## src/rtl/pcn_pkg.sv

```systemverilog
// Package for the port change-notification block.
// Assumes a 32-bit Avalon-MM register bus with word addressing in bytes.
package pcn_pkg;

  // ----------------------------------------
  // Register map (byte addresses)
  // ----------------------------------------
  localparam logic [7:0] ADDR_CTRL = 8'h00;
  localparam logic [7:0] ADDR_MASK = 8'h04;
  localparam logic [7:0] ADDR_PORT = 8'h08;
  localparam logic [7:0] ADDR_EDGE = 8'h0c;
  localparam logic [7:0] ADDR_MISM = 8'h10;
  localparam logic [7:0] ADDR_ISTS = 8'h14;
  localparam logic [7:0] ADDR_IMSK = 8'h18;

  // ----------------------------------------
  // Control register fields
  // ----------------------------------------
  localparam int CTRL_ON_BIT = 15;
  localparam int CTRL_STYLE_BIT = 11;
  localparam logic [15:0] CTRL_IMPL_MASK = 16'h8800;
  localparam logic [15:0] CTRL_RESET = 16'h0000;
  localparam logic [15:0] MASK_RESET = 16'h0000;

  // Interrupt status bits
  localparam int IRQ_EDGE_BIT = 0;
  localparam int IRQ_MISM_BIT = 1;
  localparam int IRQ_W = 2;

  typedef enum logic [0:0]
  {
    PCN_IDLE = 1'b0,
    PCN_ACK = 1'b1
  } pcn_bus_state_t;

  typedef struct packed
  {
    logic on;
    logic edge_style;
  } pcn_ctrl_t;

endpackage

```

## src/rtl/pcn_sync.sv

```systemverilog
// Three-stage pin synchroniser with agreement filter.
// Assumes asynchronous pins; output changes once stages two and three agree.
`timescale 1ns/1ps
module pcn_sync
#(
  parameter int WIDTH = 16
)
(
  input wire logic clock,
  input wire logic reset,
  input wire logic [WIDTH-1:0] pin_in,
  output logic [WIDTH-1:0] pin_out
);
  logic [WIDTH-1:0] s1_r, s2_r, s3_r, out_r;
  logic [WIDTH-1:0] out_nxt;

  always_comb
  begin
    out_nxt = out_r;
    for (int i = 0; i < WIDTH; i++)
    begin
      if (s2_r[i] == s3_r[i])
      begin
        out_nxt[i] = s3_r[i];
      end
    end
  end

  always_ff @(posedge clock)
  begin
    if (reset)
    begin
      s1_r <= '0;
      s2_r <= '0;
      s3_r <= '0;
      out_r <= '0;
    end
    else
    begin
      s1_r <= pin_in;
      s2_r <= s1_r;
      s3_r <= s2_r;
      out_r <= out_nxt;
    end
  end

  assign pin_out = out_r;
endmodule // pcn_sync

```

## src/rtl/pcn_top.sv

```systemverilog
// Change-notification logic for one 16-pin port, Avalon-MM slave.
// Assumes pins are asynchronous; one clock, synchronous active-high reset.
// Operation
// - Style one: record edge transitions of enabled pins in edge flag bits.
// - Style zero: record enabled pins differing from last port read in mismatch bits.
// - Each pin raises change events only while its enable-mask bit is one.
// - Unimplemented control bits read zero; writes to them are ignored.
//
// Chosen here: the register offsets and the Avalon-MM register port.
`timescale 1ns/1ps
module pcn_top
#(
  parameter int PINS = 16
)
(
  input wire logic clock,
  input wire logic reset,
  input wire logic [7:0] avs_address,
  input wire logic avs_read,
  input wire logic avs_write,
  input wire logic [31:0] avs_writedata,
  input wire logic [3:0] avs_byteenable,
  output logic [31:0] avs_readdata,
  output logic avs_waitrequest,
  input wire logic [PINS-1:0] port_pins,
  output logic irq
);

  // ----------------------------------------
  // Pin synchronisation
  // ----------------------------------------
  logic [PINS-1:0] pins_s;

  pcn_sync #(.WIDTH(PINS)) u_sync
  (
    .clock(clock),
    .reset(reset),
    .pin_in(port_pins),
    .pin_out(pins_s)
  );

  // ----------------------------------------
  // State
  // ----------------------------------------
  logic [15:0] ctrl_r, ctrl_nxt;
  logic [PINS-1:0] mask_r, mask_nxt;
  logic [PINS-1:0] prev_r, prev_nxt;
  logic [PINS-1:0] last_read_r, last_read_nxt;
  logic [PINS-1:0] edge_r, edge_nxt;
  logic [PINS-1:0] mism_r, mism_nxt;
  logic [pcn_pkg::IRQ_W-1:0] ists_r, ists_nxt;
  logic [pcn_pkg::IRQ_W-1:0] imsk_r, imsk_nxt;
  logic [31:0] rdata_r, rdata_nxt;
  logic irq_r, irq_nxt;
  pcn_pkg::pcn_bus_state_t st_r, st_nxt;
  pcn_pkg::pcn_ctrl_t cfg;
  logic [PINS-1:0] edge_hit, mism_hit;
  logic [31:0] rd_mux;
  logic wr_go, rd_go;
  logic [15:0] wlo;
  logic [15:0] wbe;

  assign cfg.on = ctrl_r[pcn_pkg::CTRL_ON_BIT];
  assign cfg.edge_style = ctrl_r[pcn_pkg::CTRL_STYLE_BIT];

  // Low halfword with byte enables applied
  assign wlo = {avs_byteenable[1] ? avs_writedata[15:8] : 8'h00,
                avs_byteenable[0] ? avs_writedata[7:0] : 8'h00};

  // Lane mask; a disabled lane keeps the old bits of a plain register
  assign wbe = {{8{avs_byteenable[1]}}, {8{avs_byteenable[0]}}};

  // One-wait-state handshake: request taken in IDLE, answered in ACK
  assign wr_go = (st_r == pcn_pkg::PCN_IDLE) && avs_write;
  assign rd_go = (st_r == pcn_pkg::PCN_IDLE) && avs_read;

  always_comb
  begin
    case (st_r)
      pcn_pkg::PCN_IDLE: st_nxt = (avs_read || avs_write) ? pcn_pkg::PCN_ACK : pcn_pkg::PCN_IDLE;
      pcn_pkg::PCN_ACK: st_nxt = pcn_pkg::PCN_IDLE;
      default: st_nxt = pcn_pkg::PCN_IDLE;
    endcase
  end

  // ----------------------------------------
  // Detection
  // ----------------------------------------
  always_comb
  begin
    edge_hit = '0;
    mism_hit = '0;
    if (cfg.on)
    begin
      if (cfg.edge_style)
      begin
        edge_hit = (pins_s ^ prev_r) & mask_r;
      end
      else
      begin
        mism_hit = (pins_s ^ last_read_r) & mask_r;
      end
    end
  end

  // ----------------------------------------
  // Register file
  // ----------------------------------------
  function automatic logic sel(input logic [7:0] a);
    sel = (avs_address == a);
  endfunction

  always_comb
  begin
    ctrl_nxt = ctrl_r;
    mask_nxt = mask_r;
    imsk_nxt = imsk_r;
    prev_nxt = pins_s;
    last_read_nxt = last_read_r;
    edge_nxt = edge_r;
    mism_nxt = mism_r;
    ists_nxt = ists_r;
    if (wr_go)
    begin
      if (sel(pcn_pkg::ADDR_CTRL))
      begin
        ctrl_nxt = ((ctrl_r & ~wbe) | wlo) & pcn_pkg::CTRL_IMPL_MASK;
      end
      if (sel(pcn_pkg::ADDR_MASK))
      begin
        mask_nxt = (mask_r & ~wbe[PINS-1:0]) | wlo[PINS-1:0];
      end
      if (sel(pcn_pkg::ADDR_IMSK))
      begin
        imsk_nxt = (imsk_r & ~wbe[pcn_pkg::IRQ_W-1:0]) | wlo[pcn_pkg::IRQ_W-1:0];
      end
      // Write-one-to-clear; hardware set below wins
      if (sel(pcn_pkg::ADDR_EDGE))
      begin
        edge_nxt = edge_r & ~wlo[PINS-1:0];
      end
      if (sel(pcn_pkg::ADDR_ISTS))
      begin
        ists_nxt = ists_r & ~wlo[pcn_pkg::IRQ_W-1:0];
      end
    end
    // Port read re-arms the mismatch reference and clears the mismatch bits; a hit against the old reference set below wins
    if (rd_go && sel(pcn_pkg::ADDR_PORT))
    begin
      last_read_nxt = pins_s;
      mism_nxt = '0;
    end
    edge_nxt = edge_nxt | edge_hit;
    mism_nxt = mism_nxt | mism_hit;
    if (|edge_hit)
    begin
      ists_nxt[pcn_pkg::IRQ_EDGE_BIT] = 1'b1;
    end
    if (|mism_hit)
    begin
      ists_nxt[pcn_pkg::IRQ_MISM_BIT] = 1'b1;
    end
    irq_nxt = |(ists_nxt & imsk_nxt);
  end

  // ----------------------------------------
  // Read data
  // ----------------------------------------
  always_comb
  begin
    rd_mux = 32'h0000_0000;
    case (avs_address)
      pcn_pkg::ADDR_CTRL: rd_mux[15:0] = ctrl_r & pcn_pkg::CTRL_IMPL_MASK;
      pcn_pkg::ADDR_MASK: rd_mux[PINS-1:0] = mask_r;
      pcn_pkg::ADDR_PORT: rd_mux[PINS-1:0] = pins_s;
      pcn_pkg::ADDR_EDGE: rd_mux[PINS-1:0] = edge_r;
      pcn_pkg::ADDR_MISM: rd_mux[PINS-1:0] = mism_r;
      pcn_pkg::ADDR_ISTS: rd_mux[pcn_pkg::IRQ_W-1:0] = ists_r;
      pcn_pkg::ADDR_IMSK: rd_mux[pcn_pkg::IRQ_W-1:0] = imsk_r;
      default: rd_mux = 32'h0000_0000;
    endcase
    rdata_nxt = rd_go ? rd_mux : rdata_r;
  end

  always_ff @(posedge clock)
  begin
    if (reset)
    begin
      ctrl_r <= pcn_pkg::CTRL_RESET;
      mask_r <= pcn_pkg::MASK_RESET;
      prev_r <= '0;
      last_read_r <= '0;
      edge_r <= '0;
      mism_r <= '0;
      ists_r <= '0;
      imsk_r <= '0;
      rdata_r <= 32'h0000_0000;
      irq_r <= 1'b0;
      st_r <= pcn_pkg::PCN_IDLE;
    end
    else
    begin
      ctrl_r <= ctrl_nxt;
      mask_r <= mask_nxt;
      prev_r <= prev_nxt;
      last_read_r <= last_read_nxt;
      edge_r <= edge_nxt;
      mism_r <= mism_nxt;
      ists_r <= ists_nxt;
      imsk_r <= imsk_nxt;
      rdata_r <= rdata_nxt;
      irq_r <= irq_nxt;
      st_r <= st_nxt;
    end
  end

  // Waitrequest from a flop: high except in the answer cycle
  logic wait_r, wait_nxt;
  assign wait_nxt = !(st_nxt == pcn_pkg::PCN_ACK);
  always_ff @(posedge clock)
  begin
    if (reset)
    begin
      wait_r <= 1'b1;
    end
    else
    begin
      wait_r <= wait_nxt;
    end
  end

  assign avs_waitrequest = wait_r;
  assign avs_readdata = rdata_r;
  assign irq = irq_r;
endmodule // pcn_top

```

## config.mk

```make
export PLATFORM = sky130hd
export DESIGN_NAME = pcn_top
export DESIGN_NICKNAME = d
export VERILOG_FILES = /design/src/rtl/pcn_pkg.sv /design/src/rtl/pcn_sync.sv /design/src/rtl/pcn_top.sv
export SDC_FILE = /design/constraint.sdc
export NUM_CORES = 1
export LEC_CHECK = 0
export ABC_AREA = 1
export BUFFER_PORTS_ARGS = -buffer_cell sky130_fd_sc_hd__buf_2
export CAP_MARGIN = 20
export CORE_ASPECT_RATIO = 1.25
export CORE_UTILIZATION = 35
export DETAILED_ROUTE_END_ITERATION = 10
export PLACE_DENSITY_LB_ADDON = 0.25
export RECOVER_POWER = 100
export SLEW_MARGIN = 10
export SYNTH_ARGS = -nofsm -noshare
export SYNTH_HDL_FRONTEND = slang
export SYNTH_SLANG_ARGS = --single-unit
export TNS_END_PERCENT = 50
```

## constraint.sdc

```tcl
create_clock -name clock -period 2.31 [get_ports clock]
set_input_delay 0.462 -clock clock [delete_from_list [all_inputs] [get_ports clock]]
set_output_delay 0.462 -clock clock [all_outputs]
set_load 0.03 [all_outputs]
```

* Word-level counts from Yosys, hierarchy flattened
Index checks and enable logic that the tools add are counted.
** Word-level totals
- Register bits :: 169
- Input port bits :: 64
- Word-level logic and storage cells :: 103
- Output and inout bits :: 34
** Operators by class
- Multiplexer cells :: 19
- Reduce and logical (&&, ||, !) cells :: 11
- Equal/unequal tests :: 22
- Bitwise operators :: 20
** Operators by type and width (number)
- $mux W16 :: 7
- $and A16 B16 Y16 :: 5
- $pmux W14 S5 :: 1
- $or A16 B16 Y16 :: 4
- $not A16 Y16 :: 2
- $reduce_or A16 Y1 :: 2
- $xor A16 B16 Y16 :: 2
- $eq A8 B5 Y1 const B :: 3
- $eq A1 B1 Y1 :: 16
- $eq A8 B4 Y1 const B :: 2
- $mux W8 :: 2
- $pmux W2 S6 :: 1
- $eq A8 B3 Y1 const B :: 1
- $logic_not A8 Y1 :: 1
- $mux W2 :: 4
- $and A2 B2 Y2 :: 3
- $not A2 Y2 :: 2
- $reduce_and A2 Y1 :: 2
- $logic_and A1 B1 Y1 :: 3
- $mux W1 :: 3
- $or A2 B2 Y2 :: 1
- $pmux W1 S2 :: 1
- $reduce_or A2 Y1 :: 1
- $logic_not A1 Y1 :: 1
- other kinds (2) :: 2

* Logic depth before layout (Yosys ltp)
Gate-level depths: netlist of run 1.
- Depth after elaboration :: 8
- Gate-level depth with buffers :: 12
- Mapped depth without buffers :: 11

* Cells and area by module
From an unflattened synthesis of run 1, not the netlist that was laid out.
** Second synthesis, totals
- Cells, all modules :: 950
- Area, all modules :: 7008.0 µm²
** By module, submodules not included
- pcn_top :: instances 1, seq. area each 2102.0 µm², cells each 735, area an instance 5094.9 µm²
- pcn_sync :: instances 1, seq. area each 1281.2 µm², cells each 215, area an instance 1913.1 µm²

* Least setup slack after synthesis of run 1
Ideal clock, no wire load.
- Path kind :: input to register
- From :: input avs_address[5]
- To :: register last_read_r[12]
- Path buffers :: 2
- Data required time :: 2.180 ns
- Setup slack :: 0.849 ns
- Stages on the path :: 8
- Arrival time :: 1.331 ns
- Setup time :: 0.130 ns
- Cells stage by stage :: inv_1 -> nand2_1 -> nor2_4 -> nand3_2 -> buf_6 -> buf_2 -> nand3_1 -> o31ai_2
** Between the ends
- Cells in the longest elaborated chain, start to end :: 2
** Ends and longest elaborated chain
- from (decl) :: line pcn_top.sv:18 : input wire logic [7:0] avs_address,
- $eq A8 B4 Y1 :: line pcn_top.sv:110 : sel = (avs_address == a);
- $logic_and A1 B1 Y1 :: line pcn_top.sv:148 : if (rd_go && sel(pcn_pkg::ADDR_PORT))
- to (signal assigned) :: line pcn_top.sv:206 : last_read_r <= last_read_nxt;
- to (decl) :: line pcn_top.sv:48 : logic [PINS-1:0] last_read_r, last_read_nxt;
No other way between the ends.
A chain may end at the register's enable or synchronous reset.

* Worst setup path after layout of run 1
- From :: input avs_address[6]
- To :: register rdata_r[4], in the netlist avs_readdata[4]
** Between the ends
- Cells in the longest elaborated chain, start to end :: 2
- Elaborated cells between the ends (all ways) :: 6
- Classes of those cells :: eq/ne (4); mux (1); reduce/logical (1)
** Ends and longest elaborated chain
- $eq A8 B5 Y1, or another cell as far along :: line pcn_top.sv:172 : case (avs_address)
- $pmux W14 S5 (*) :: line pcn_top.sv:172
- to (signal assigned) :: line pcn_top.sv:211 : rdata_r <= rdata_nxt;
- to (decl) :: line pcn_top.sv:53 : logic [31:0] rdata_r, rdata_nxt;
Mark *: on every way between the ends. The rest lies on a longest branch, timed or not.

==> run metrics, run 1 <==
number of flops mapped to enable cells by yosys=0; global-route wire length before repair=28,100 um; delay of the slowest cell on the worst path=0.50 ns; vias in the first global route=5,497; Worst Hold Path Cells=3; outcome=completed; Core Box Area=20,000 sq um; die height=162 um; HPWL after detailed placement=11,500 um; kind of critical path=in2reg; Crit path buffers/inverters=3; effective utilization at floorplan=35.6%; Syn-to-layout area delta=15.6%; DRT iter0 DRCs=421; Largest delay share family, worst path=simple AND/OR/NAND/NOR gates; DIE AREA=20,900 sq um; number of buffers inserted by hold repair at cts=0; ratio of cells with drive above 1 in the final layout=10.5%; fin. max-slew vios=0; total CTS buffers=17; total of buffers placed on input and output ports=63; area of the mapped netlist=7120 sq um; TritonCTS clock tree=done; area taken by multi-input logic gates=2990 sq um; fillers=2,182; maximum clock path buffer count=2; remaining antenna violation count=0; Post-synth top flop=dfxtp_1; setup repair after global routing missed its margin=false; global-route congestion overflow total=0; Most Frequent Cell on Critical Path=nand2_1; Hold Slack=0.238 ns; number of sinks on the clock net=169; maximum level of the CTS H-tree=4; slew margin rel.=58.2%; R2R Setup Slk=0.63 ns; R2R cell count=8; final setup vio count=0; number of nets in the layout=1,088; Max-cap violations=0; Routed WL=17,300 um; maximum number of pins on one net before global-route repair=131; register cell area after layout=3380 sq um; final setup TNS=0 ns; ys async rst share=0%; gate count of the mapped netlist=974; global router's overall resource usage=17.3%; maximum clock frequency=0.545 GHz; post-synthesis cell type count=33; crit end category=register; clock transition at the registers of the reported paths=0.06 ns; ordered list of cells on the worst path=buf_2 -> inv_2 -> nand2_1 -> nor2_1 -> clkbuf_2 -> nand3_1 -> nand4_1 -> nand2_1 -> a21oi_1; Final Hold Viols=0; FP Rows=58; global placement routability congestion=0.808; total vias in the final route=6,013; data required time of the critical path=2.66 ns; Crit path depth=9; Mapped Avg Cell Area=7.31 sq um; maximum fanout along the worst path=20; 1st-pass router iterations=5; CP Launch Type=input port; slowest cell on the critical path=nor2_1; number of antenna cells inserted=0; fraction of the yosys area taken by sequential cells=47.5%; power density normalized to cell area=782 nW/um^2; buffers inserted during post-CTS setup optimization=0; floorplan die width=130 um; DRC violations left=0; Leakage Power=3.49 nW; largest vdd supply drop=481 uV; final critical-path share of the clock period=79.5%; number of top-level pins=98; Avg WL per Cell=13.2 um; clock latency on the worst-skew pair=0.42 ns; arrival time at the worst endpoint=2.18 ns; vias per std cell=4.60; Setup Skew=0.00978 ns; initial antenna violation count=0; transition time at the pin with the least slew margin=0.625 ns; cts repair resizes=0; Seq cells post-synth=169; clk root buf=clkbuf_16; post-layout minimum cycle time=1.84 ns; class of the tightest hold or removal check=in2reg; Yosys warning total=0
[power by group]
group	internal (mW)	switching, mW
sequential	2.96	0.0176
clock	2.03	1.13
combinational	0.0774	0.219
[cell usage after synthesis, types with 7 or more instances]
library cell	number	area [sq um]
a21oi_1	80	400
buf_2	14	70.1
buf_4	20	150
clkbuf_1	21	78.8
dfxtp_1	169	3380
inv_1	111	417
nand2_1	185	694
nand3_1	100	500
nand4_1	12	75.1
nor2_1	140	526
nor3_1	7	35.0
o21ai_0	49	245
o31ai_1	12	90.1
xor2_1	9	78.8
[cell type report]
type	count	area share, %
tap	270	4.10
clock inverter	7	1.98
timing repair buffer	76	5.14
multi-input combinational	642	36.3
inverter	118	5.40
sequential	169	41.1
clock buffer	24	5.97
[per-layer routing]
metal / routed length, um / share of wire (%) / global-route usage (%) / up-vias
li1: - / - / - / 3167
met1: 8090 / 47 / 22.8 / 2635
met2: 7930 / 46 / 27.9 / 188
met3: 924 / 5.3 / 3.38 / 23
met4: 341 / 2.0 / 6.45 / 0
met5: 0 / 0 / 0 / -
[layout by cell type, fill, tap and decap left out, drive strengths merged, types with 2 or more instances in the layout]
cell / n
bufinv: 5
inv: 117
nand3: 102
o31ai: 16
dfxtp: 169
clkbuf: 45
buf: 55
o21ai: 52
nand2: 191
nor2: 148
conb: 16
a21oi: 80
nor3: 8
or2: 3
xor2: 9
clkinv: 2
and2: 2
nand4: 12
[worst paths after layout]
| check | to | start |
|---|---|---|
| setup reg to reg | irq | st_r |
| setup / recovery | avs_readdata[4] | avs_address[6] |
| hold reg to reg | u_sync.s2_r[7] | u_sync.s1_r[7] |
| hold / removal | u_sync.s1_r[10] | port_pins[10] |
[cell families (layout without fill, tap and decap cells)]
kind of cell / count (synthesis) / in the layout / share of synthesized area [%]
simple gates: 467 / 467 / 28.8
buf+inv: 178 / 225 / 11.0
flops: 169 / 169 / 47.5
compound gates: 150 / 150 / 11.5
xor+xnor: 9 / 9 / 1.11
other cells: 1 / 16 / 0.0526
[worst register-to-register path, cell delays in order (launching register included)]
cell	delay (ns)
dfxtp_1	0.30
inv_1	0.08
nand3_1	0.29
nor2_1	0.34
nand3_1	0.11
nand2_1	0.09
nand3_1	0.09
o21ai_0	0.19
nand2_1	0.08
[per-stage QoR]
stage               total power, mW  cells  worst slack [ns]  utilization, %  instance area (sq um)
floorplan                      3.25    989             0.849               -                   7180
CTS                            6.51   1306             0.765            41.4                   8280
finish                         6.43   1306             0.475            41.1                   8230
global route                   6.67   1306             0.345            41.1                   8230
global placement               3.34   1275             0.415            38.1                   7630
detailed placement             3.34   1275             0.409            38.1                   7630
(Power assumes the default switching activity.)
==> inputs of run 2 (changes only) <==
Clock period 2.31 ns to 1.8 ns, I/O delays scaled along.
==> run 2 against run 1 <==
Against the previous run: total power increased by 17%; critical path depth stayed put; sequential power increased by 29%; worst setup slack got worse by 0.16 ns; clock skew up 0.0014 ns; critical endpoint is now ists_r[0]; highest routed layer unchanged.
==> run metrics, run 2 (synthesis results as in run 1) <==
transition time at the pin with the least slew margin=0.987 ns; Syn-to-layout area delta=15.6%; delay of the slowest cell on the worst path=0.32 ns; setup repair after global routing missed its margin=false; largest vdd supply drop=667 uV; clock latency on the worst-skew pair=0.43 ns; cts repair resizes=0; vias in the first global route=5,391; initial antenna violation count=0; global router's overall resource usage=17.2%; proportion of power drawn by flip-flops and latches=50.7%; share of total power in combinational logic=5.2%; maximum fanout along the worst path=16; Leakage Power=3.48 nW; number of antenna cells inserted=0; total routed wire length on the met1 layer=8020 um; part of the power in the clock network=44.1%; Highest Signal Layer=met4; ordered list of cells on the worst path=inv_2 -> nor2_1 -> nand3_1 -> nand2_1 -> inv_1 -> nand2_1 -> nor2_1 -> nand3_1 -> and2_1; count of placed standard cells including taps=1,283; ratio of cells with drive above 1 in the final layout=11.6%; DIE AREA=20,900 sq um; buffers inserted during post-CTS setup optimization=0; global-route congestion overflow total=0; TritonCTS clock tree=done; Routed WL=17,200 um; switching fraction of total power=23.0%; fin. max-slew vios=0; Max-cap violations=0; number of buffers inserted by hold repair at cts=0; FP Rows=58; HPWL after detailed placement=11,600 um; 1st-pass router iterations=5; CP Launch Type=register; slew margin rel.=34.2%; total of buffers placed on input and output ports=63; Final Hold Viols=0; final setup vio count=0; DRC violations left=0; final critical-path share of the clock period=82.4%; power density normalized to cell area=915 nW/um^2; total CTS buffers=17; clk root buf=clkbuf_16; Largest delay share family, worst path=simple AND/OR/NAND/NOR gates; Avg WL per Cell=13.1 um; R2R Setup Slk=0.32 ns; data required time of the critical path=2.12 ns; global placement routability congestion=0.799; vias per std cell=4.62; most common cell after layout, fill and taps aside=nand2_1; slowest cell on the critical path=dfxtp_1; total vias in the final route=6,073; die height=162 um; maximum clock frequency=0.674 GHz; DRT iter0 DRCs=459; Internal Dissipation=5.80 mW; number of sinks on the clock net=169; effective utilization at floorplan=35.6%; maximum clock path buffer count=2; floorplan die width=130 um; count of non-filler cells in the finished layout=1,314; remaining antenna violation count=0; class of the tightest hold or removal check=in2reg; global-route wire length before repair=27,600 um; crit end category=register; final setup TNS=0 ns; kind of critical path=reg2reg; number of top-level pins=98; outcome=completed; Setup Skew=0.0112 ns; clock transition at the registers of the reported paths=0.06 ns; switching power=1.73 mW; number of nets in the layout=1,096; detailed route wirelength on metal2=7940 um; maximum level of the CTS H-tree=4; arrival time at the worst endpoint=1.80 ns; post-layout minimum cycle time=1.48 ns; Crit path buffers/inverters=2; met3 WL=908 um; leading cell types in the layout, fill and taps excluded=nand2_1, dfxtp_1, nor2_1; Core Box Area=20,000 sq um; maximum number of pins on one net before global-route repair=57
-- run 2: worst paths after layout --
kind | startpoint | endpoint | depth (start not counted)
setup / recovery | register | ists_r[0] | 9
hold / removal | port_pins[11] | u_sync.s1_r[11] | 3
setup reg to reg | register | ists_r[0] | 9
hold reg to reg | u_sync.s1_r[13] | u_sync.s2_r[13] | 2
-- run 2: per-stage QoR --
step	worst slack [ns]	hold WS [ns]	util [%]	power, mW	cell area (sq um)
4_1_cts	0.301	0.118	41.6	7.66	8330
2_1_floorplan	0.441	0.388	-	4.18	7180
6_report	0.317	0.132	41.1	7.53	8230
3_3_place_gp	0.133	0.396	38.9	4.31	7790
5_1_grt	0.0856	0.124	41.1	7.86	8230
3_5_place_dp	0.109	0.393	38.9	4.31	7790
-- run 2: metal layers --
layer	GRT usage [%]	vias up
li1	-	3191
met1	22.4	2679
met2	27.4	182
met3	3.64	21
met4	6.61	0
met5	0	-
-- run 2: worst min-delay path, stage by stage --
cell,delay [ns]
buf_2,0.07
inv_1,0.03
nor2_1,0.06
-- run 2: cell type report --
class	instances	area [sq um]
clock buffers	25	495
multi-input cells	642	3000
fillers	2153	11800
inverters	118	444
clock inverters	6	41.3
flip-flops and latches	169	3380
repair buffers	84	536
well taps	270	338
-- run 2: power groups by stage --
stage / sequential [mW] / clock [mW] / combinational, mW
2_1_floorplan: 3.91 / 0 / 0.266
3_3_place_gp: 3.90 / 0 / 0.410
3_5_place_dp: 3.90 / 0 / 0.412
4_1_cts: 3.82 / 3.43 / 0.412
5_1_grt: 3.82 / 3.61 / 0.436
6_report: 3.82 / 3.32 / 0.392
==> inputs of run 3 (changes only) <==
Clock period 1.8 ns to 1.5 ns, I/O delays scaled along.
==> run 3 against run 2 <==
Against the previous run: final cell count rose by 2.1%; critical endpoint is now avs_readdata[0]; total power rose by 24%; sequential cell count unchanged; register-to-register slack lost 0.20 ns; via count shrank 0.16%; non-clock buffer count grew 27; die area is the same; cell area grew 4.1%; first-iteration DRC count shrank 23%; clock-buffer cell count down 4.
==> run metrics, run 3 (synthesis results as in run 1) <==
Final Hold Viols=0; number of buffers inserted by hold repair at cts=0; Setup Skew=0.0124 ns; final setup TNS=0 ns; DRT iter0 DRCs=352; global-route congestion overflow total=0; count of non-filler cells in the finished layout=1,342; Leakage Power=3.66 nW; final standard cell utilization of the core=42.8%; global-route wire length before repair=27,700 um; maximum fanout along the worst path=2; final setup vio count=0; Syn-to-layout area delta=20.4%; crit end category=output port; maximum clock path buffer count=2; Hold Slack=0.0673 ns; most common cell after layout, fill and taps aside=nand2_1; maximum level of the CTS H-tree=4; number of top-level pins=98; die height=162 um; maximum clock frequency=0.725 GHz; arrival time at the worst endpoint=1.08 ns; FP Rows=58; final critical-path share of the clock period=91.9%; count of placed standard cells including taps=1,308; area taken by multi-input logic gates=3020 sq um; outcome=completed; total of buffers placed on input and output ports=63; global router's overall resource usage=17.1%; Largest delay share family, worst path=flip-flops; effective utilization at floorplan=35.6%; kind of critical path=reg2out; clock latency on the worst-skew pair=0.43 ns; clock transition at the registers of the reported paths=0.06 ns; vias per std cell=4.52; clk root buf=clkbuf_16; number of antenna cells inserted=0; initial antenna violation count=0; total vias in the final route=6,063; total CTS buffers=17; fillers=2,095; number of nets in the layout=1,123; Core Box Area=20,000 sq um; remaining antenna violation count=0; DIE AREA=20,900 sq um; setup repair after global routing missed its margin=false; global placement routability congestion=0.823; number of sinks on the clock net=169; fin. max-slew vios=0; ordered list of cells on the worst path=clkbuf_1; floorplan die width=130 um; Routed WL=16,900 um; register cell area after layout=3400 sq um; class of the tightest hold or removal check=in2reg; 1st-pass router iterations=4; setup slack of the critical path after layout=0.121 ns; power density normalized to cell area=1090 nW/um^2; maximum number of pins on one net before global-route repair=67; Avg WL per Cell=12.6 um; transition time at the pin with the least slew margin=0.784 ns; slew margin rel.=47.7%; minimum setup slack after placement=-0.0714 ns; largest vdd supply drop=772 uV; leading cell types in the layout, fill and taps excluded=nand2_1, dfxtp_1, nor2_1; data required time of the critical path=1.20 ns; slowest cell on the critical path=dfxtp_1; delay of the slowest cell on the worst path=0.34 ns; DRC violations left=0; HPWL after detailed placement=11,900 um; ratio of cells with drive above 1 in the final layout=15.2%; CP Launch Type=register; TritonCTS clock tree=done; Max-cap violations=0; vias in the first global route=5,676; post-layout minimum cycle time=1.38 ns; Crit path buffers/inverters=1
-- run 3: cell count changes in the layout (fill, tap and decap cells not counted), moves of 3 or more --
cell,previous run,this run
nand2_2,5,8
clkbuf_2,0,4
buf_4,10,27
nand2_1,185,182
buf_12,7,11
dfxtp_2,0,6
dfxtp_1,169,161
inv_2,6,3
-- run 3: power by group --
group | internal, mW | total, mW | switching, mW
sequential | 4.55 | 4.57 | 0.0260
combinational | 0.140 | 0.479 | 0.339
clock | 2.53 | 4.31 | 1.78
total | 7.22 | 9.37 | 2.14
-- run 3: cell type report --
| class | instances | share of cell area [%] |
|---|---|---|
| clock buffer | 21 | 5.37 |
| clock inverter | 11 | 1.43 |
| inverter | 118 | 5.21 |
| multi-input combinational | 642 | 35.2 |
| sequential | 169 | 39.6 |
| tap | 270 | 3.94 |
| timing repair buffer | 111 | 9.22 |
-- run 3: worst paths after layout --
check | startpoint | cells after the start | slack [ns] | endpoint
max | avs_readdata[0] | 1 | 0.12 | avs_readdata[0]
min | port_pins[2] | 3 | 0.07 | u_sync.s1_r[2]
max reg2reg | register | 9 | 0.12 | irq
min reg2reg | u_sync.s1_r[1] | 2 | 0.40 | u_sync.s2_r[1]
-- run 3: routing by layer --
layer	global-route usage [%]	part of all wire [%]
met1	21.3	46
met2	28.5	48
met3	3.18	3.9
met4	7.35	2.1
met5	0	0
-- run 3: per-stage QoR --
stage / instance area [sq um] / total power, mW
6_report: 8580 / 9.37
2_1_floorplan: 7180 / 5.01
3_5_place_dp: 8020 / 5.18
5_1_grt: 8580 / 9.75
4_1_cts: 8600 / 9.53
3_3_place_gp: 8020 / 5.18
-- run 3: repair_timing --
action / CTS / global route
resized for setup: 0 / 20
endpoints found under the setup margin: 0 / 2
setup buffers: 0 / 2
